==> src/sgp_defines.svh <==
// sgp_defines.svh: register offsets, field positions, reset values and counts
// for the receiver status, pin selector and powerdown control block.
// assumes inclusion by bare name from the block's package and modules.
`ifndef SGP_DEFINES_SVH
`define SGP_DEFINES_SVH

// register offsets on the control port (7-bit register index)
`define SGP_OFS_INT_MASK 7'h25
`define SGP_OFS_GPO_12 7'h26
`define SGP_OFS_GPO_34 7'h27
`define SGP_OFS_GPO_56 7'h28
`define SGP_OFS_GPO_7 7'h29
`define SGP_OFS_PWR_CONV 7'h32
`define SGP_OFS_PWR_CLK 7'h33

// writable bits of each register, the rest read as zero
`define SGP_WMASK_INT_MASK 9'h1FF
`define SGP_WMASK_GPO_FULL 9'h1FF
`define SGP_WMASK_GPO_56 9'h0FF
`define SGP_WMASK_GPO_7 9'h00F
`define SGP_WMASK_PWR_CONV 9'h05F
`define SGP_WMASK_PWR_CLK 9'h03F

// reset values
`define SGP_RST_INT_MASK 9'h000
`define SGP_RST_GPO_12 9'h010
`define SGP_RST_GPO_34 9'h032
`define SGP_RST_GPO_56 9'h054
`define SGP_RST_GPO_7 9'h006
`define SGP_RST_PWR_CONV 9'h05E
`define SGP_RST_PWR_CLK 9'h03E

// field positions
`define SGP_SEL_LO_LSB 0
`define SGP_SEL_HI_LSB 4
`define SGP_BIT_FILL_ZERO 8
`define SGP_BIT_IGNORE_INVALID 8
`define SGP_MASK_BIT_AUDIO_N 4
`define SGP_MASK_BIT_PCM_N 5
`define SGP_BIT_MASTER_OFF 0
`define SGP_BIT_ADC_OFF 1
`define SGP_DAC_OFF_LSB 2
`define SGP_BIT_ALL_DACS_OFF 6
`define SGP_BIT_OSC_OFF 0
`define SGP_BIT_PLL1_OFF 1
`define SGP_BIT_PLL2_OFF 2
`define SGP_BIT_RECOVERY_OFF 3
`define SGP_BIT_LINK_TX_OFF 4
`define SGP_BIT_LINK_RX_OFF 5

// non-audio sync search: six 16-bit words, and words without a match before release
`define SGP_SYNC_CODE 96'h0000_0000_0000_0000_F872_4E1F
`define SGP_PCM_HOLD_WORDS 4096

`endif

==> src/sgp_pkg.sv <==
// sgp_pkg.sv: types shared by the receiver status and powerdown control block.
// assumes sgp_defines.svh is on the include path.
`include "sgp_defines.svh"

package sgp_pkg;

  // pin source selector codes, in routing order
  typedef enum logic [3:0] {
    SGP_SRC_INTERRUPT = 4'h0,
    SGP_SRC_VALIDITY = 4'h1,
    SGP_SRC_USER = 4'h2,
    SGP_SRC_CHANNEL = 4'h3,
    SGP_SRC_PARITY = 4'h4,
    SGP_SRC_SUBFRAME = 4'h5,
    SGP_SRC_BLOCK_START = 4'h6,
    SGP_SRC_UNLOCK = 4'h7,
    SGP_SRC_CS_UPDATE = 4'h8,
    SGP_SRC_RATE_TOP = 4'h9,
    SGP_SRC_ZERO = 4'hA,
    SGP_SRC_NON_AUDIO = 4'hB,
    SGP_SRC_COPY = 4'hC,
    SGP_SRC_EMPHASIS = 4'hD,
    SGP_SRC_RX_CMOS = 4'hE,
    SGP_SRC_RX_COMPARATOR = 4'hF
  } sgp_src_t;

  typedef logic [8:0] sgp_reg_t;

endpackage : sgp_pkg

==> src/sgp_rx_if.sv <==
// sgp_rx_if.sv: carries received data words to the non-pcm sync detector
// and its flag back. assumes both ends run on the same core clock.
interface sgp_rx_if;
  logic word_valid;
  logic [15:0] word;
  logic clear;
  logic pcm_n;

  modport det (input word_valid, input word, input clear, output pcm_n);
  modport ctl (output word_valid, output word, output clear, input pcm_n);
endinterface : sgp_rx_if

==> src/sgp_status_ctrl.sv <==
// sgp_status_ctrl.sv: receiver non-audio handling, pin source selectors and
// powerdown control bank, reached through the device register port.
// assumes status inputs and the register port run on core_clk; pin inputs are asynchronous.
`include "sgp_defines.svh"

module sgp_status_ctrl
  import sgp_pkg::*;
#(
  parameter int HOLD_WORDS = `SGP_PCM_HOLD_WORDS,
  parameter int NUM_PINS = 7
) (
  input wire logic core_clk,
  input wire logic arst_n,
  // register port
  input wire logic reg_wr_en,
  input wire logic reg_rd_en,
  input wire logic [6:0] reg_addr,
  input wire logic [8:0] reg_wdata,
  output logic [8:0] reg_rdata,
  output logic reg_rvalid,
  // receiver status and data
  input wire logic rx_word_valid,
  input wire logic [15:0] rx_word,
  input wire logic rx_validity,
  input wire logic rx_user,
  input wire logic rx_channel,
  input wire logic rx_parity,
  input wire logic subframe_indicator,
  input wire logic block_start_indicator,
  input wire logic rx_unlock,
  input wire logic chan_status_update,
  input wire logic rate_is_top_flag,
  input wire logic zero_detect_flag,
  input wire logic rx_audio_n,
  input wire logic copy_assert_low,
  input wire logic emphasis_flag,
  input wire logic first_stereo_dac_from_rx,
  input wire logic irq_other_n,
  input wire logic irq_ack,
  // status flags and events
  output logic rx_pcm_n,
  output logic nonaudio_change_event,
  output logic interrupt_out_low,
  output logic first_stereo_dac_softmute,
  output logic fill_zero_mode,
  output logic ignore_invalid,
  // general-purpose pins
  input wire logic [NUM_PINS-1:0] gpo_pin_in,
  output logic [NUM_PINS-1:0] gpo_pin_out,
  output logic [NUM_PINS-1:0] gpo_pin_oe,
  output logic [2:0] rx_cmos_in_sel,
  output logic [2:0] rx_comp_in_sel,
  output logic [2:0] rx_pin_data,
  // powerdown controls, one means off
  output logic adc_off,
  output logic [2:0] dac_off,
  output logic link_tx_off,
  output logic link_rx_off,
  output logic clock_recovery_off,
  output logic first_pll_off,
  output logic second_pll_off,
  output logic oscillator_off,
  output logic osc_ext_clk_mode,
  output logic references_off,
  output logic outputs_muted
);

  if (NUM_PINS != 7) begin : g_bad_pins
    $error("sgp_status_ctrl: the selector map serves exactly seven pins");
  end

  // register file
  sgp_reg_t int_mask_r;
  sgp_reg_t gpo_12_r;
  sgp_reg_t gpo_34_r;
  sgp_reg_t gpo_56_r;
  sgp_reg_t gpo_7_r;
  sgp_reg_t pwr_conv_r;
  sgp_reg_t pwr_clk_r;
  sgp_reg_t rdata_nxt;
  logic hit_mask, hit_g12, hit_g34, hit_g56, hit_g7, hit_pc, hit_pk;

  // address decode
  assign hit_mask = (reg_addr == `SGP_OFS_INT_MASK);
  assign hit_g12 = (reg_addr == `SGP_OFS_GPO_12);
  assign hit_g34 = (reg_addr == `SGP_OFS_GPO_34);
  assign hit_g56 = (reg_addr == `SGP_OFS_GPO_56);
  assign hit_g7 = (reg_addr == `SGP_OFS_GPO_7);
  assign hit_pc = (reg_addr == `SGP_OFS_PWR_CONV);
  assign hit_pk = (reg_addr == `SGP_OFS_PWR_CLK);

  // writes keep only the defined bits, so reserved bits always read zero
  always_ff @(posedge core_clk or negedge arst_n) begin
    if (!arst_n) begin
      int_mask_r <= `SGP_RST_INT_MASK;
      gpo_12_r <= `SGP_RST_GPO_12;
      gpo_34_r <= `SGP_RST_GPO_34;
      gpo_56_r <= `SGP_RST_GPO_56;
      gpo_7_r <= `SGP_RST_GPO_7;
      pwr_conv_r <= `SGP_RST_PWR_CONV;
      pwr_clk_r <= `SGP_RST_PWR_CLK;
    end else if (reg_wr_en) begin
      if (hit_mask) int_mask_r <= reg_wdata & `SGP_WMASK_INT_MASK;
      if (hit_g12) gpo_12_r <= reg_wdata & `SGP_WMASK_GPO_FULL;
      if (hit_g34) gpo_34_r <= reg_wdata & `SGP_WMASK_GPO_FULL;
      if (hit_g56) gpo_56_r <= reg_wdata & `SGP_WMASK_GPO_56;
      if (hit_g7) gpo_7_r <= reg_wdata & `SGP_WMASK_GPO_7;
      if (hit_pc) pwr_conv_r <= reg_wdata & `SGP_WMASK_PWR_CONV;
      if (hit_pk) pwr_clk_r <= reg_wdata & `SGP_WMASK_PWR_CLK;
    end
  end

  // read mux; unmapped addresses read zero
  assign rdata_nxt = hit_mask ? int_mask_r :
                     hit_g12 ? gpo_12_r :
                     hit_g34 ? gpo_34_r :
                     hit_g56 ? gpo_56_r :
                     hit_g7 ? gpo_7_r :
                     hit_pc ? pwr_conv_r :
                     hit_pk ? pwr_clk_r : 9'h000;

  // read data held until the next read
  always_ff @(posedge core_clk or negedge arst_n) begin
    if (!arst_n) begin
      reg_rdata <= 9'h000;
      reg_rvalid <= 1'b0;
    end else begin
      reg_rvalid <= reg_rd_en;
      if (reg_rd_en) reg_rdata <= rdata_nxt;
    end
  end

  // non-pcm sync search
  sgp_rx_if rx_if ();
  logic master_off;
  logic rx_path_off;

  assign rx_if.word_valid = rx_word_valid;
  assign rx_if.word = rx_word;
  // a receiver that is off or unlocked delivers no trustworthy burst
  assign rx_if.clear = rx_path_off | rx_unlock;

  sgp_nonpcm_detect #(
    .HOLD_WORDS(HOLD_WORDS)
  ) u_detect (
    .core_clk(core_clk),
    .arst_n(arst_n),
    .rx(rx_if.det)
  );

  // non-audio change events and mute
  logic audio_n_prev_r;
  logic pcm_n_prev_r;
  logic pend_r;
  logic audio_n_chg;
  logic pcm_n_chg;
  logic event_nxt;
  logic non_audio;

  assign non_audio = rx_audio_n | rx_if.pcm_n;
  assign audio_n_chg = (rx_audio_n != audio_n_prev_r) && !int_mask_r[`SGP_MASK_BIT_AUDIO_N];
  assign pcm_n_chg = (rx_if.pcm_n != pcm_n_prev_r) && !int_mask_r[`SGP_MASK_BIT_PCM_N];
  assign event_nxt = audio_n_chg | pcm_n_chg;

  // event pulse, pending level for the interrupt pin; a new event beats an ack
  always_ff @(posedge core_clk or negedge arst_n) begin
    if (!arst_n) begin
      audio_n_prev_r <= 1'b0;
      pcm_n_prev_r <= 1'b0;
      pend_r <= 1'b0;
      nonaudio_change_event <= 1'b0;
      interrupt_out_low <= 1'b1;
      rx_pcm_n <= 1'b0;
      first_stereo_dac_softmute <= 1'b0;
    end else begin
      audio_n_prev_r <= rx_audio_n;
      pcm_n_prev_r <= rx_if.pcm_n;
      nonaudio_change_event <= event_nxt;
      pend_r <= event_nxt | (pend_r & ~irq_ack);
      interrupt_out_low <= irq_other_n & ~(event_nxt | (pend_r & ~irq_ack));
      rx_pcm_n <= rx_if.pcm_n;
      // mask bits never touch the mute path
      first_stereo_dac_softmute <= first_stereo_dac_from_rx & non_audio;
    end
  end

  // status sources, indexed by selector code
  logic [13:0] src_vec;
  logic [3:0] sel [NUM_PINS];

  assign src_vec = {emphasis_flag, copy_assert_low, non_audio, zero_detect_flag,
                    rate_is_top_flag, chan_status_update, rx_unlock, block_start_indicator,
                    subframe_indicator, rx_parity, rx_channel, rx_user, rx_validity,
                    interrupt_out_low};
  assign sel[0] = gpo_12_r[`SGP_SEL_LO_LSB +: 4];
  assign sel[1] = gpo_12_r[`SGP_SEL_HI_LSB +: 4];
  assign sel[2] = gpo_34_r[`SGP_SEL_LO_LSB +: 4];
  assign sel[3] = gpo_34_r[`SGP_SEL_HI_LSB +: 4];
  assign sel[4] = gpo_56_r[`SGP_SEL_LO_LSB +: 4];
  assign sel[5] = gpo_56_r[`SGP_SEL_HI_LSB +: 4];
  assign sel[6] = gpo_7_r[`SGP_SEL_LO_LSB +: 4];
  assign fill_zero_mode = gpo_12_r[`SGP_BIT_FILL_ZERO];
  assign ignore_invalid = gpo_34_r[`SGP_BIT_IGNORE_INVALID];

  // per pin: drive the selected source, or release the pin as a receiver input.
  // receiver-input codes on pins without an input path drive the pin low instead.
  for (genvar p = 0; p < NUM_PINS; p++) begin : g_pin
    localparam bit CAN_RX = (p >= 2) && (p <= 4);
    logic is_rx_code;
    logic rx_mode;
    logic out_nxt;

    assign is_rx_code = (sel[p] == SGP_SRC_RX_CMOS) || (sel[p] == SGP_SRC_RX_COMPARATOR);
    assign rx_mode = CAN_RX && is_rx_code;
    assign out_nxt = is_rx_code ? 1'b0 : src_vec[sel[p]];

    always_ff @(posedge core_clk or negedge arst_n) begin
      if (!arst_n) begin
        gpo_pin_out[p] <= 1'b0;
        gpo_pin_oe[p] <= 1'b0;
      end else begin
        gpo_pin_out[p] <= out_nxt;
        gpo_pin_oe[p] <= ~rx_mode;
      end
    end
  end

  // receiver inputs on pins three to five: two-stage sync, then a staging flop
  for (genvar k = 0; k < 3; k++) begin : g_rx_in
    logic meta_r;
    logic sync_r;

    always_ff @(posedge core_clk or negedge arst_n) begin
      if (!arst_n) begin
        meta_r <= 1'b0;
        sync_r <= 1'b0;
        rx_pin_data[k] <= 1'b0;
        rx_cmos_in_sel[k] <= 1'b0;
        rx_comp_in_sel[k] <= 1'b0;
      end else begin
        meta_r <= gpo_pin_in[k+2];
        sync_r <= meta_r;
        rx_pin_data[k] <= sync_r;
        rx_cmos_in_sel[k] <= (sel[k+2] == SGP_SRC_RX_CMOS);
        rx_comp_in_sel[k] <= (sel[k+2] == SGP_SRC_RX_COMPARATOR);
      end
    end
  end

  // effective powerdown: master overrides every other bit
  logic dac_all;

  assign master_off = pwr_conv_r[`SGP_BIT_MASTER_OFF];
  assign dac_all = master_off | pwr_conv_r[`SGP_BIT_ALL_DACS_OFF];
  assign rx_path_off = master_off | pwr_clk_r[`SGP_BIT_LINK_RX_OFF];

  // registered controls; the advised ordering of converter and master bits is
  // left to software, and no hazard arises here if it is skipped
  always_ff @(posedge core_clk or negedge arst_n) begin
    if (!arst_n) begin
      adc_off <= 1'b1;
      dac_off <= 3'h7;
      link_tx_off <= 1'b1;
      link_rx_off <= 1'b1;
      clock_recovery_off <= 1'b1;
      first_pll_off <= 1'b1;
      second_pll_off <= 1'b1;
      oscillator_off <= 1'b0;
      osc_ext_clk_mode <= 1'b0;
      references_off <= 1'b0;
      outputs_muted <= 1'b0;
    end else begin
      adc_off <= master_off | pwr_conv_r[`SGP_BIT_ADC_OFF];
      dac_off <= {3{dac_all}} | pwr_conv_r[`SGP_DAC_OFF_LSB +: 3];
      link_tx_off <= master_off | pwr_clk_r[`SGP_BIT_LINK_TX_OFF];
      link_rx_off <= rx_path_off;
      first_pll_off <= master_off | pwr_clk_r[`SGP_BIT_PLL1_OFF];
      second_pll_off <= master_off | pwr_clk_r[`SGP_BIT_PLL2_OFF];
      clock_recovery_off <= master_off | pwr_clk_r[`SGP_BIT_RECOVERY_OFF];
      oscillator_off <= master_off | pwr_clk_r[`SGP_BIT_OSC_OFF];
      osc_ext_clk_mode <= master_off | pwr_clk_r[`SGP_BIT_OSC_OFF];
      references_off <= master_off;
      outputs_muted <= master_off;
    end
  end

endmodule : sgp_status_ctrl

==> src/sgp_nonpcm_detect.sv <==
// sgp_nonpcm_detect.sv: searches the received data words for the non-audio
// sync code and holds the non-pcm flag. assumes one word per valid strobe.
module sgp_nonpcm_detect
  import sgp_pkg::*;
#(
  parameter int HOLD_WORDS = `SGP_PCM_HOLD_WORDS
) (
  input wire logic core_clk,
  input wire logic arst_n,
  sgp_rx_if.det rx
);

  localparam int CW = $clog2(HOLD_WORDS + 1);

  if (HOLD_WORDS < 1) begin : g_bad_hold
    $error("sgp_nonpcm_detect: HOLD_WORDS must be at least 1");
  end

  logic [95:0] shift_r;
  logic [CW-1:0] gap_r;
  logic pcm_n_r;
  logic [95:0] shift_nxt;
  logic match;
  logic gap_done;

  // compare on the word just arriving, so the flag rises with the last sync word
  assign shift_nxt = {shift_r[79:0], rx.word};
  assign match = rx.word_valid && (shift_nxt == `SGP_SYNC_CODE);
  assign gap_done = (gap_r == CW'(HOLD_WORDS - 1));
  assign rx.pcm_n = pcm_n_r;

  // shift in words; the flag drops after a long run of words without a burst, or at once on clear
  always_ff @(posedge core_clk or negedge arst_n) begin
    if (!arst_n) begin
      shift_r <= '0;
      gap_r <= '0;
      pcm_n_r <= 1'b0;
    end else if (rx.clear) begin
      shift_r <= '0;
      gap_r <= '0;
      pcm_n_r <= 1'b0;
    end else if (rx.word_valid) begin
      shift_r <= shift_nxt;
      if (match) begin
        gap_r <= '0;
        pcm_n_r <= 1'b1;
      end else if (gap_done) begin
        gap_r <= '0;
        pcm_n_r <= 1'b0;
      end else begin
        gap_r <= gap_r + 1'b1;
      end
    end
  end

endmodule : sgp_nonpcm_detect

==> config.mk <==
export PLATFORM = sky130hd
export DESIGN_NAME = sgp_status_ctrl
export DESIGN_NICKNAME = d
export VERILOG_FILES = /design/src/sgp_pkg.sv /design/src/sgp_rx_if.sv /design/src/sgp_status_ctrl.sv /design/src/sgp_nonpcm_detect.sv
export VERILOG_INCLUDE_DIRS = /design/src
export SDC_FILE = /design/constraint.sdc
export NUM_CORES = 1
export LEC_CHECK = 0
export BUFFER_PORTS_ARGS = -buffer_cell sky130_fd_sc_hd__buf_2
export CAP_MARGIN = 20
export CELL_PAD_IN_SITES_DETAIL_PLACEMENT = 0
export CELL_PAD_IN_SITES_GLOBAL_PLACEMENT = 1
export CORE_AREA = 4 4 147 149
export DETAILED_ROUTE_END_ITERATION = 16
export DIE_AREA = 0 0 151 153
export HOLD_SLACK_MARGIN = 0.05
export PLACE_DENSITY_LB_ADDON = 0.1
export RECOVER_POWER = 25
export SYNTH_ARGS = -nofsm -noshare
export SYNTH_HDL_FRONTEND = slang
export SYNTH_SLANG_ARGS = --single-unit
export TNS_END_PERCENT = 20
==> constraint.sdc <==
create_clock -name core_clk -period 2 [get_ports core_clk]
set_input_delay 0.3 -clock core_clk [delete_from_list [all_inputs] [get_ports core_clk]]
set_output_delay 0.3 -clock core_clk [all_outputs]
set_load 0.01 [all_outputs]
After elaboration in Yosys (flattened, before gate mapping)
Cells that the tools add are included.

word-level totals
  bits in registers = 198
  bits in latches = 0
  bits in writable memories = 0
  bits in read-only memories = 0
  word-level logic and storage cells = 167
  memories kept = 0

operators by class
  add/subtract/negate cells = 1
  $mul = 0
  divide/modulo/power cells = 0
  magnitude comparators = 7
  equal/unequal tests = 25
  shift-type cells = 0
  muxes and demuxes = 38
  bitwise logic cells = 21
  reductions and logical operators = 22

operator list
  kind                     count
  $mux W80                 2
  $eq A96 B32 Y1 const B   1
  $eq A4 B4 Y1 const B     14
  $mux W13                 4
  $eq A7 B6 Y1 const B     7
  $lt A4 B5 Y1 const B     7
  $bmux W1 S4              7
  $mux W9                  3
  $mux W1                  18
  $reduce_and A2 Y1        8
  $mux W7                  2
  $add A13 B1 Y13 const B  1
  $eq A13 B12 Y1 const B   1
  $or A1 B1 Y1             12
  $mux W8                  1
  $logic_or A1 B1 Y1       7
  $mux W6                  1
  $not A1 Y1               5
  $and A1 B1 Y1            3
  $logic_and A1 B1 Y1      3
  $or A3 B3 Y3             1
  $reduce_bool A3 Y1       1
  $logic_not A1 Y1         2
  $ne A1 B1 Y1             2
  $reduce_bool A2 Y1       1

Longest topological paths before layout
Gate-level depths: netlist of the first run.

  depth in word-level cells = 8
  gate-level depth with buffers = 7
  depth with buffers taken out = 7

By module
From an unflattened synthesis of the first run, not the netlist that was laid out.

unflattened totals
  cells, all modules = 735
  area total of the unflattened synthesis = 9,248.9 um^2

by module, submodules not included
  module             instances  cells an instance  area an instance (um^2)
  sgp_status_ctrl    1          369                5,046.1
  sgp_nonpcm_detect  1          366                4,202.8

Worst setup path before layout of the first run
OpenSTA, ideal clock, no wires.

  path kind = register to register
  start point = register gpo_12_r[4]
  end point = register gpo_pin_out[1]
  library setup time = 0.127 ns
  data arrival time = 1.662 ns
  setup slack = 0.211 ns
  stages on the path, launching flop included = 6
  path buffers = 1
  period minus slack after synthesis = 1.789 ns
  cells stage by stage = dfstp_2 > clkbuf_1 > mux4_2 > nor2b_1 > a211oi_1 > a21oi_1

on the way
  cells in the longest elaborated chain, start to end = 3
  elaborated cells on any way between the ends = 6
  those cells by class = eq/ne (2); mux (3); reduce/logical (1)

RTL lines
  what                                                                        RTL line                                        source
  start: declaration                                                          sgp_status_ctrl.sv:74                           sgp_reg_t gpo_12_r;
  start signal: assignment                                                    sgp_status_ctrl.sv:96                           gpo_12_r <= `SGP_RST_GPO_12;
  start signal: assignment                                                    sgp_status_ctrl.sv:104                          if (hit_g12) gpo_12_r <= reg_wdata & `SGP_WMASK_GPO_FULL;
  $bmux W1 S4 / $eq A4 B4 Y1 (equally long branches)                          sgp_status_ctrl.sv:215, sgp_status_ctrl.sv:213
  $mux W1 (implied by the code) / $logic_or A1 B1 Y1 (equally long branches)  sgp_status_ctrl.sv:215, sgp_status_ctrl.sv:213
  $mux W1 (*)                                                                 sgp_status_ctrl.sv:215                          assign out_nxt = is_rx_code ? 1'b0 : src_vec[sel[p]];
  via g_pin[1].out_nxt                                                        sgp_status_ctrl.sv:211                          logic out_nxt;
  end signal: indexed assignment                                              sgp_status_ctrl.sv:222                          gpo_pin_out[p] <= out_nxt;
  end: declaration                                                            sgp_status_ctrl.sv:49                           output logic [NUM_PINS-1:0] gpo_pin_out,

The timed path passes the listed nets; every way through them passes the cells marked *. The select of a mux whose other input is x is not followed.
A chain may end at the register's enable or synchronous reset.

Final worst setup path of the first run
  start point = register u_detect.shift_r[63]
  end point = register u_detect.gap_r[6]

on the way
  cells in the longest elaborated chain, start to end = 5

RTL lines
  what                             RTL line                 source
  start: declaration               sgp_nonpcm_detect.sv:19  logic [95:0] shift_r;
  start signal: assignment         sgp_nonpcm_detect.sv:43  shift_r <= shift_nxt;
  $eq A96 B32 Y1 (no source line)  --
  $logic_and A1 B1 Y1              sgp_nonpcm_detect.sv:28  assign match = rx.word_valid && (shift_nxt == `SGP_SYNC_CODE);
  $mux W13                         sgp_nonpcm_detect.sv:44  if (match) begin
  $mux W13                         sgp_nonpcm_detect.sv:42  end else if (rx.word_valid) begin
  $mux W13                         sgp_nonpcm_detect.sv:38  end else if (rx.clear) begin
  end signal: assignment           sgp_nonpcm_detect.sv:51  gap_r <= gap_r + 1'b1;
  end: declaration                 sgp_nonpcm_detect.sv:20  logic [CW-1:0] gap_r;

Every way passes these cells. The select of a mux whose other input is x is not followed.

==> results.ini, run 1 <==
[pwr]
irDropWorstVdd_mv=0.6602
static_leakage_nw=5.259
cellPowerDensity_nw_per_um2=828.9

[synth]
postSynthCellCount=752
synth_top_area_cell=sky130_fd_sc_hd__dfrtp_1
synth_nets=813
post_synth_main_area_contributors=sky130_fd_sc_hd__dfrtp_1, sky130_fd_sc_hd__mux2i_1, sky130_fd_sc_hd__dfstp_2, sky130_fd_sc_hd__mux2_2, sky130_fd_sc_hd__nor2_1
synth_seq_cells=198
yosys_warnings=0
dominantRegCellSynth=sky130_fd_sc_hd__dfrtp_1
count_of_flip_flops_with_a_built_in_enable_after_synthesis=0
synth_largest_type_area_fraction_pct=46.82
avgSynthCellArea_sq_um=12.01
seq_area_frac_synth_pct=55.26
post_synth_instance_area_sq_um=9032
async_flop_share_pct=100.0
synth_cell_types=58

[cells_and_area]
mostFrequentLayoutCells=sky130_fd_sc_hd__dfrtp_1, sky130_fd_sc_hd__nor2_1, sky130_fd_sc_hd__buf_2
fillerInstances=1812
final_nets=968
n_antenna_cell=0
mostFrequentLayoutCell=sky130_fd_sc_hd__dfrtp_1
design_area_sq_um=10950
flow.area_growth_from_synthesis_pct=21.21
final_layout_size_suffix_gt1_share_pct=34.89

[critical_path]
criticalPathCategory=flop to flop
cp_top_family=simple AND/OR/NAND/NOR gates
endpoint_kind=flop
depth_of_the_critical_timing_path_with_buffers_and_inverters_included=9
worst_r2r_path_depth=9
critical_path.reg2reg.endpoint=u_detect.gap_r[6]
path_cells=nor4_2 -> buf_4 -> nand4_1 -> nor4_2 -> buf_4 -> nand2_1 -> buf_4 -> nand3_2 -> nor2_1
worst-endpoint-arrival_ns=2.22
critPathRequiredTime_ns=2.32
critical_path.startpoint_type=flop
rr_startpoint=u_detect.shift_r[63]
timing.critical_path.slowest_cell_delay_ns=0.39
reg2reg_setup_slack_ns=0.10
max_fo_critical_path=7
crit_start=u_detect.shift_r[63]
buf_inv_stages_crit_path=3
cp_slowest_cell=sky130_fd_sc_hd__dfrtp_1
worstSetupEndpoint=u_detect.gap_r[6]
critical_path.most_common_cell=sky130_fd_sc_hd__buf_4

[floorplan]
placeableCoreArea_sq_um=20170
top_level_ports=112
die-height_microns=153
die_x_microns=151
design.die.area_sq_um=23100
placementRows=52
initial_core_util_pct=44.78

[global_routing]
grt_max_degree=94
global_route_wire_length_before_repair_microns=36300
first_global_vias=6706
antenna_violations_before_repair=0
groute.usage.overall_pct=20.11
globalRouteOverflowTotal=0

[cts]
tritoncts.num_buffers=17
tritoncts_clock_tree=built
clkTransAtPathRegs_ns=0.07
clock-sinks=198
clockBufferDepth=2
worstSkewPairLatency_ns=0.43
htreeDepth=4
cts_root_buf=sky130_fd_sc_hd__clkbuf_16
post-cts-setup-buffers=0

[drt]
drt_drc_violations_left=0
via_per_inst=5.361
drt_pass1_iterations=4
wl_per_cell_microns=18.93
num_vias=6379
wl_microns=22520
drtAntennaViolNets=0
initialDrtViolationCount=430

[placed_design]
io_buffers=107
post-place-ws_ns=-0.1107
post_dp_cell_area_sq_um=10260
routabilityCongestion=0.8409
dp_hpwl_microns=16290

[timing]
rsz0062_at_grt=no
finalSetupViolCount=0
slew_headroom_pct=42.27
totalNegativeSetupSlack_ns=0
timing_max_transition_violations_final=0
period_needed_ns=1.895
final.setup_skew_ns=0.009587
hold_viol=0
final_min_period_over_clock_period_pct=94.76
slew_at_the_pin_closest_to_its_max_slew_limit_ns=0.8660
clock.fmax_mhz=527.6
postLayoutSetupSlackWorst_ns=0.1047

[flow_run]
max_cap_violations=0

[min_path]
holdCritPathClass=input pin to flop

[outcome]
status=completed

## how the worst min path moves through the flow
stage | startpoint | endpoint | slack (ns) | depth (start not counted)
2_1_floorplan | arst_n | audio_n_prev_r | 0.004 | 0
3_3_place_gp | arst_n | references_off | 0.30 | 1
3_5_place_dp | arst_n | g_rx_in[1].sync_r | 0.30 | 1
4_1_cts | first_stereo_dac_from_rx | first_stereo_dac_softmute | 0.06 | 2
5_1_grt | first_stereo_dac_from_rx | first_stereo_dac_softmute | 0.07 | 2
6_report | first_stereo_dac_from_rx | first_stereo_dac_softmute | 0.07 | 2
## worst register-to-register path, cell delays in order (launching register included)
cell and delay (ns):
sky130_fd_sc_hd__dfrtp_1 0.39, sky130_fd_sc_hd__nor4_2 0.32, sky130_fd_sc_hd__buf_4 0.16, sky130_fd_sc_hd__nand4_1 0.08, sky130_fd_sc_hd__nor4_2 0.23, sky130_fd_sc_hd__buf_4 0.16
sky130_fd_sc_hd__nand2_1 0.05, sky130_fd_sc_hd__buf_4 0.17, sky130_fd_sc_hd__nand3_2 0.15, sky130_fd_sc_hd__nor2_1 0.08
## where the power goes
group	leakage (nW)	internal, mW	switching [mW]
registers	2.56	4.27	0.204
logic	2.40	0.527	0.584
clock network	0.296	1.84	1.65
total	5.26	6.64	2.44
## metal layers
layer	GRT usage (%)	vias up	wire, microns
met5	0	-	0
met4	6.736	0	331
met3	2.961	22	803
met2	35.28	144	12020
met1	25.34	3210	9373
li1	-	3003	-
## registers in the layout, summed over array words and instances, names as in the netlist, 4 cells and up
register          count
gpo_56_r              8
u_detect.shift_r     80
u_detect.gap_r       13
gpo_7_r               4
gpo_34_r              9
gpo_12_r              9
pwr_conv_r            6
gpo_pin_oe            4
gpo_pin_out           7
reg_rdata             9
int_mask_r            9
pwr_clk_r             6
## synth_stat cells, drive strengths merged, types with 3 or more instances
| cell | n |
|---|---|
| dfrtp | 169 |
| nor2 | 117 |
| mux2i | 100 |
| mux2 | 51 |
| a21oi | 29 |
| dfstp | 29 |
| buf | 26 |
| nand2 | 26 |
| clkbuf | 20 |
| mux4 | 19 |
| o21ai | 18 |
| nor4 | 14 |
| inv | 12 |
| nand3 | 10 |
| nor2b | 10 |
| nand4 | 9 |
| or2 | 8 |
| o22ai | 7 |
| nor4b | 6 |
| a211oi | 5 |
| and3 | 5 |
| nand2b | 5 |
| xnor2 | 5 |
| xor2 | 5 |
| a32oi | 4 |
| or3 | 4 |
| a31oi | 3 |
| nor4bb | 3 |
| o21a | 3 |
## per-stage QoR
step                      utilization, %  hold WS (ns)  power [mW]  instances
after floorplan                        -      0.004409       5.137        752
after global placement             50.88        0.2953       5.637       1152
after detailed placement           50.88        0.3035       5.672       1152
after CTS                          54.28       0.05534       9.208       1190
after global routing               54.28       0.06980       9.477       1190
final                              54.28       0.07488       9.075       1190
## area by class of cell
class | instances | area (sq um) | area share [%]
clock inverter | 12 | 125.1 | 1.143
timing repair buffer | 182 | 1150 | 10.50
sequential | 198 | 4991 | 45.59
inverter | 12 | 45.04 | 0.4114
tap | 270 | 337.8 | 3.086
multi-input combinational | 496 | 3810 | 34.80
clock buffer | 20 | 489.2 | 4.469
## what timing repair did
item,CTS,global route
hold endpoints to repair,42,0
hold buffers,6,0
resized for setup,2,5
setup endpoints to repair,7,13
## kinds of logic (layout without fill, tap and decap cells)
logic type | Yosys count | in the layout | share of synthesized area (%)
adder cells (fa/ha/maj) | 1 | 1 | 0.1385
AO/OA/AOI/OAI | 83 | 83 | 5.763
AND/OR/NAND/NOR | 231 | 231 | 12.68
buffers and inverters | 58 | 226 | 2.978
flip-flops | 198 | 198 | 55.26
multiplexers | 170 | 170 | 22.18
other | 1 | 1 | 0.04152
XOR/XNOR | 10 | 10 | 0.9696
Note: power is estimated with default switching activity, not from simulation.
==> run 2, diff against run 1 <==
Settings changed: BUFFER_PORTS_ARGS -buffer_cell sky130_fd_sc_hd__buf_2 to not set, DONT_BUFFER_PORTS set to 1.
==> results.ini, run 2 (synthesis results as in run 1) <==
[outcome]
status=finished with violations
failed_checks=negative hold slack

[drt]
drtAntennaViolNets=0
wl_microns=23030
num_vias=6241
drt_pass1_iterations=5
initialDrtViolationCount=343
drt_drc_violations_left=0
wl_per_cell_microns=20.43
via_per_inst=5.538

[global_routing]
gr-max-usage-layer=met2
globalRouteOverflowTotal=0
global_routing_met2_resource_utilization_pct=36.11
antenna_violations_before_repair=1
grt_max_degree=199
groute.usage.overall_pct=20.60
grtUsageMet3_pct=4.027
global_route_wire_length_before_repair_microns=36820
grt_util_met1_pct=24.90
first_global_vias=6729

[floorplan]
die-height_microns=153
placeableCoreArea_sq_um=20170
top_level_ports=112
design.die.area_sq_um=23100
placementRows=52
initial_core_util_pct=44.78
die_x_microns=151

[critical_path]
max_fo_critical_path=7
timing.critical_path.slowest_cell_delay_ns=0.39
critical_path.reg2reg.endpoint=u_detect.gap_r[10]
worst_r2r_path_depth=8
critPathRequiredTime_ns=2.33
reg2reg_setup_slack_ns=0.09
endpoint_kind=flop
rr_startpoint=u_detect.shift_r[8]
worst-endpoint-arrival_ns=2.24
critical_path.startpoint_type=flop
path_cells=nor4bb_1 -> buf_4 -> nand4_1 -> nor4_2 -> nand2_1 -> buf_6 -> nand3_2 -> nor2_1
cp_slowest_cell=sky130_fd_sc_hd__dfrtp_1
criticalPathCategory=flop to flop

[cells_and_area]
registers.top_by_ff_count=u_detect.shift_r
mostFrequentLayoutCell=sky130_fd_sc_hd__dfrtp_1
final_layout_size_suffix_gt1_share_pct=25.58
largest_reg_flops=80
design_area_sq_um=10860
biggestRegsByFlops=u_detect.shift_r (80), u_detect.gap_r (13)
post-route-util_pct=53.86
final_nets=904
mostFrequentLayoutCells=sky130_fd_sc_hd__dfrtp_1, sky130_fd_sc_hd__nor2_1, sky130_fd_sc_hd__mux2i_1
flow.area_growth_from_synthesis_pct=20.28

[placed_design]
post_dp_cell_area_sq_um=9641
routabilityCongestion=0.8335
io_buffers=0
dp_hpwl_microns=15210
post-place-ws_ns=-0.2201

[cts]
clkTransAtPathRegs_ns=0.08
worstSkewPairLatency_ns=0.44
clock-sinks=198
tritoncts_clock_tree=built
clockBufferDepth=2
cts_hold_repair.buffers=55
cts_root_buf=sky130_fd_sc_hd__clkbuf_16
htreeDepth=4
tritoncts.num_buffers=17
post-cts-setup-buffers=0

[timing]
postLayoutSetupSlackWorst_ns=0.08778
finalSetupViolCount=0
worst_hold_slack_ns=-0.4472
period_needed_ns=1.912
timing_max_transition_violations_final=0
final_min_period_over_clock_period_pct=95.61
rsz0062_at_grt=no
final.setup_skew_ns=0.007587
slew_at_the_pin_closest_to_its_max_slew_limit_ns=0.6633
clock.fmax_mhz=523.0
hold_viol=198
slew_headroom_pct=55.63
totalNegativeSetupSlack_ns=0

[pwr]
static_leakage_nw=4.974
irDropWorstVdd_mv=0.5176
cellPowerDensity_nw_per_um2=814.3
post-layout-total-power_mw=8.847

[flow_run]
max_cap_violations=0

[min_path]
holdCritPathClass=input pin to asynchronous set/reset pin

[run 2: worst max path at each step]
stage	from	endpoint	slack (ns)	cells after the start
after CTS	u_detect.shift_r[30]	u_detect.gap_r[3]	0.01	9
after global placement	u_detect.shift_r[62]	u_detect.gap_r[6]	-0.21	8
final	u_detect.shift_r[8]	u_detect.gap_r[10]	0.09	8
after floorplan	gpo_12_r[4]	gpo_pin_out[1]	0.21	5
after detailed placement	u_detect.shift_r[7]	u_detect.gap_r[10]	-0.22	9
after global routing	u_detect.shift_r[8]	u_detect.gap_r[7]	0.002	8
[run 2: stage by stage]
stage               instances  hold WS, ns
CTS                      1126      -0.4669
global route             1127      -0.4744
floorplan                 752     0.004409
finish                   1127      -0.4472
global placement         1040     0.009764
detailed placement       1040      0.01057
[run 2: cell type report]
class | count | area (sq um)
Antenna cell | 1 | 2.502
Clock buffer | 18 | 450.4
Clock inverter | 14 | 153.9
Fill cell | 1798 | 9305
Inverter | 12 | 45.04
Multi-Input combinational cell | 496 | 3819
Sequential cell | 198 | 4991
Tap cell | 270 | 337.8
Timing Repair Buffer | 118 | 1065
[run 2: power breakdown]
part / leakage, nW / internal (mW) / switching (mW)
Sequential: 2.56 / 4.27 / 0.273
Clock: 0.294 / 1.76 / 1.70
Combinational: 2.12 / 0.490 / 0.358
[run 2: timing repair]
| action | CTS | global route |
|---|---|---|
| pin swaps | 2 | 4 |
| cloned | 0 | 0 |
| hold endpoints to repair | 330 | 198 |
| resized for setup | 6 | 4 |
| setup endpoints to repair | 14 | 12 |
[run 2: layer usage]
metal | vias up | wire, microns | part of all wire, %
met5 | - | 0 | 0
met4 | 0 | 582 | 2.5
met3 | 49 | 1101 | 4.8
met2 | 169 | 12180 | 53
met1 | 3153 | 9163 | 40
li1 | 2870 | - | -
[run 2: worst max-delay path: cells and delay by family (launching register included)]
family / cells / cell delay (ns)
buf+inv: 2 / 0.34
simple gates: 6 / 1.08
flops: 1 / 0.39
==> run 3, diff against run 2 <==
--- a/config.mk
+++ b/config.mk
@@ -7,5 +7,5 @@
 export NUM_CORES = 1
 export LEC_CHECK = 0
-export CAP_MARGIN = 20
+export CAP_MARGIN = 15
 export CELL_PAD_IN_SITES_DETAIL_PLACEMENT = 0
 export CELL_PAD_IN_SITES_GLOBAL_PLACEMENT = 1
==> constraint.sdc (replaced) <==
create_clock -name core_clk -period 2 [get_ports core_clk]
set_input_delay 0.3 -clock core_clk [delete_from_list [all_inputs] [get_ports core_clk]]
set_output_delay 0.3 -clock core_clk [all_outputs]
set_load 0.1 [all_outputs]
==> results.ini, run 3 (synthesis results as in run 1) <==
[cts]
tritoncts_clock_tree=built
worstSkewPairLatency_ns=0.44
clkTransAtPathRegs_ns=0.08
cts_root_buf=sky130_fd_sc_hd__clkbuf_16
clock-sinks=198
tritoncts.num_buffers=17
cts_hold_repair.buffers=39
clockBufferDepth=2
htreeDepth=4

[placed_design]
post-place-ws_ns=-0.2453
io_buffers=0
routabilityCongestion=0.8405
post_dp_cell_area_sq_um=9915
dp_hpwl_microns=15370

[timing]
final.setup_skew_ns=0.01054
hold_viol=198
worst_hold_slack_ns=-0.4457
period_needed_ns=1.917
final_min_period_over_clock_period_pct=95.83
timing_max_transition_violations_final=0
finalSetupViolCount=0
clock.fmax_mhz=521.7
slew_headroom_pct=42.35
rsz0062_at_grt=yes
postLayoutSetupSlackWorst_ns=0.08337
slew_at_the_pin_closest_to_its_max_slew_limit_ns=0.8620

[cells_and_area]
layout.area.seq_sq_um=4997
design_area_sq_um=11020
mostFrequentLayoutCells=sky130_fd_sc_hd__dfrtp_1, sky130_fd_sc_hd__nor2_1, sky130_fd_sc_hd__mux2i_1
largest_reg_flops=80
mostFrequentLayoutCell=sky130_fd_sc_hd__dfrtp_1
biggestRegsByFlops=u_detect.shift_r (80), u_detect.gap_r (13)
flow.area_growth_from_synthesis_pct=21.98
fillerInstances=1804
final_nets=923
registers.top_by_ff_count=u_detect.shift_r
final_layout_size_suffix_gt1_share_pct=29.60
multi_input_comb_area_sq_um=3851

[critical_path]
endpoint_kind=flop
critical_path.startpoint_type=flop
worst-endpoint-arrival_ns=2.25
cp_top_family=simple AND/OR/NAND/NOR gates
buf_inv_stages_crit_path=3
criticalPathCategory=flop to flop
critPathRequiredTime_ns=2.33
max_fo_critical_path=7
cp_slowest_cell=sky130_fd_sc_hd__dfrtp_1
timing.critical_path.slowest_cell_delay_ns=0.42
critical_path.most_common_cell=sky130_fd_sc_hd__buf_4
path_cells=nor4_4 -> buf_4 -> nand4_1 -> nor4_2 -> buf_4 -> nand2_4 -> buf_6 -> nand3_4 -> nor2_1

[global_routing]
global_route_wire_length_before_repair_microns=37420
first_global_vias=6766
grt_max_degree=199
antenna_violations_before_repair=1
globalRouteOverflowTotal=0
groute.usage.overall_pct=20.87

[floorplan]
design.die.area_sq_um=23100
top_level_ports=112
placementRows=52
initial_core_util_pct=44.78
placeableCoreArea_sq_um=20170
die_x_microns=151
die-height_microns=153

[pwr]
irDropWorstVdd_mv=0.5983
power_frac_comb_pct=14.8
cellPowerDensity_nw_per_um2=873.3
power_switching_mw=3.042
power_switching_share_pct=31.61
pwr-share-clk_pct=36.0
intPower_mw=6.581
static_leakage_nw=5.126
seq_power_share_pct=49.1

[flow_run]
max_cap_violations=0

[min_path]
holdCritPathClass=input pin to asynchronous set/reset pin

[drt]
drt_drc_violations_left=0
drt_pass1_iterations=4
wl_per_cell_microns=20.37
initialDrtViolationCount=422
num_vias=6300
wl_microns=23340
drtAntennaViolNets=0
via_per_inst=5.497

[outcome]
status=finished with violations
failed_checks=negative hold slack

## run 3: power groups by stage
stage                     Sequential [mW]  Combinational [mW]  Clock, mW
after global routing                 4.76                1.51       3.70
final                                4.73                1.43       3.47
after global placement               4.79                1.27          0
after floorplan                      5.13               0.688          0
after CTS                            4.73                1.43       3.55
after detailed placement             4.81                1.29          0
## run 3: layout make-up
cell class / instances / area share [%]
Antenna cell: 1 / 0.02271
Timing Repair Buffer: 137 / 10.73
Multi-Input combinational cell: 496 / 34.95
Sequential cell: 198 / 45.36
Tap cell: 270 / 3.066
Clock inverter: 14 / 1.374
Clock buffer: 18 / 4.088
Inverter: 12 / 0.4088
## run 3: routing by layer
layer	up-vias	global-route usage, %	wire length [microns]
met2	165	36.35	12290
met3	44	3.761	981
met4	0	7.254	603
met1	3178	25.95	9469
met5	-	0	0
li1	2913	-	-
## run 3: final timing paths
path | startpoint | endpoint | slack [ns] | depth (start not counted)
max reg2reg | u_detect.shift_r[30] | u_detect.gap_r[6] | 0.08 | 9
max in group asynchronous | arst_n | interrupt_out_low | 2.12 | 0
min | arst_n | references_off | -0.45 | 0
min in group core_clk | reg_rd_en | reg_rdata[6] | 0.06 | 2
max | u_detect.shift_r[30] | u_detect.gap_r[6] | 0.08 | 9
min reg2reg | g_rx_in[0].meta_r | g_rx_in[0].sync_r | 0.35 | 0
## run 3: timing repair
item	CTS	global route
pin swaps	0	4
setup buffers	0	0
setup endpoints to repair	14	14
gates resized for setup	4	12
hold endpoints to repair	305	198
## run 3: metrics by stage
| stage | TNS (ns) | util, % | total power, mW | hold WS, ns | std cells |
|---|---|---|---|---|---|
| 2_1_floorplan | 0 | - | 5.819 | 0.004409 | 752 |
| 3_3_place_gp | -2.205 | 49.16 | 6.066 | 0.01088 | 1074 |
| 3_5_place_dp | -1.900 | 49.16 | 6.094 | 0.01217 | 1074 |
| 4_1_cts | 0 | 54.33 | 9.709 | -0.4609 | 1145 |
| 5_1_grt | -0.2021 | 54.63 | 9.978 | -0.4712 | 1146 |
| 6_report | 0 | 54.63 | 9.623 | -0.4457 | 1146 |
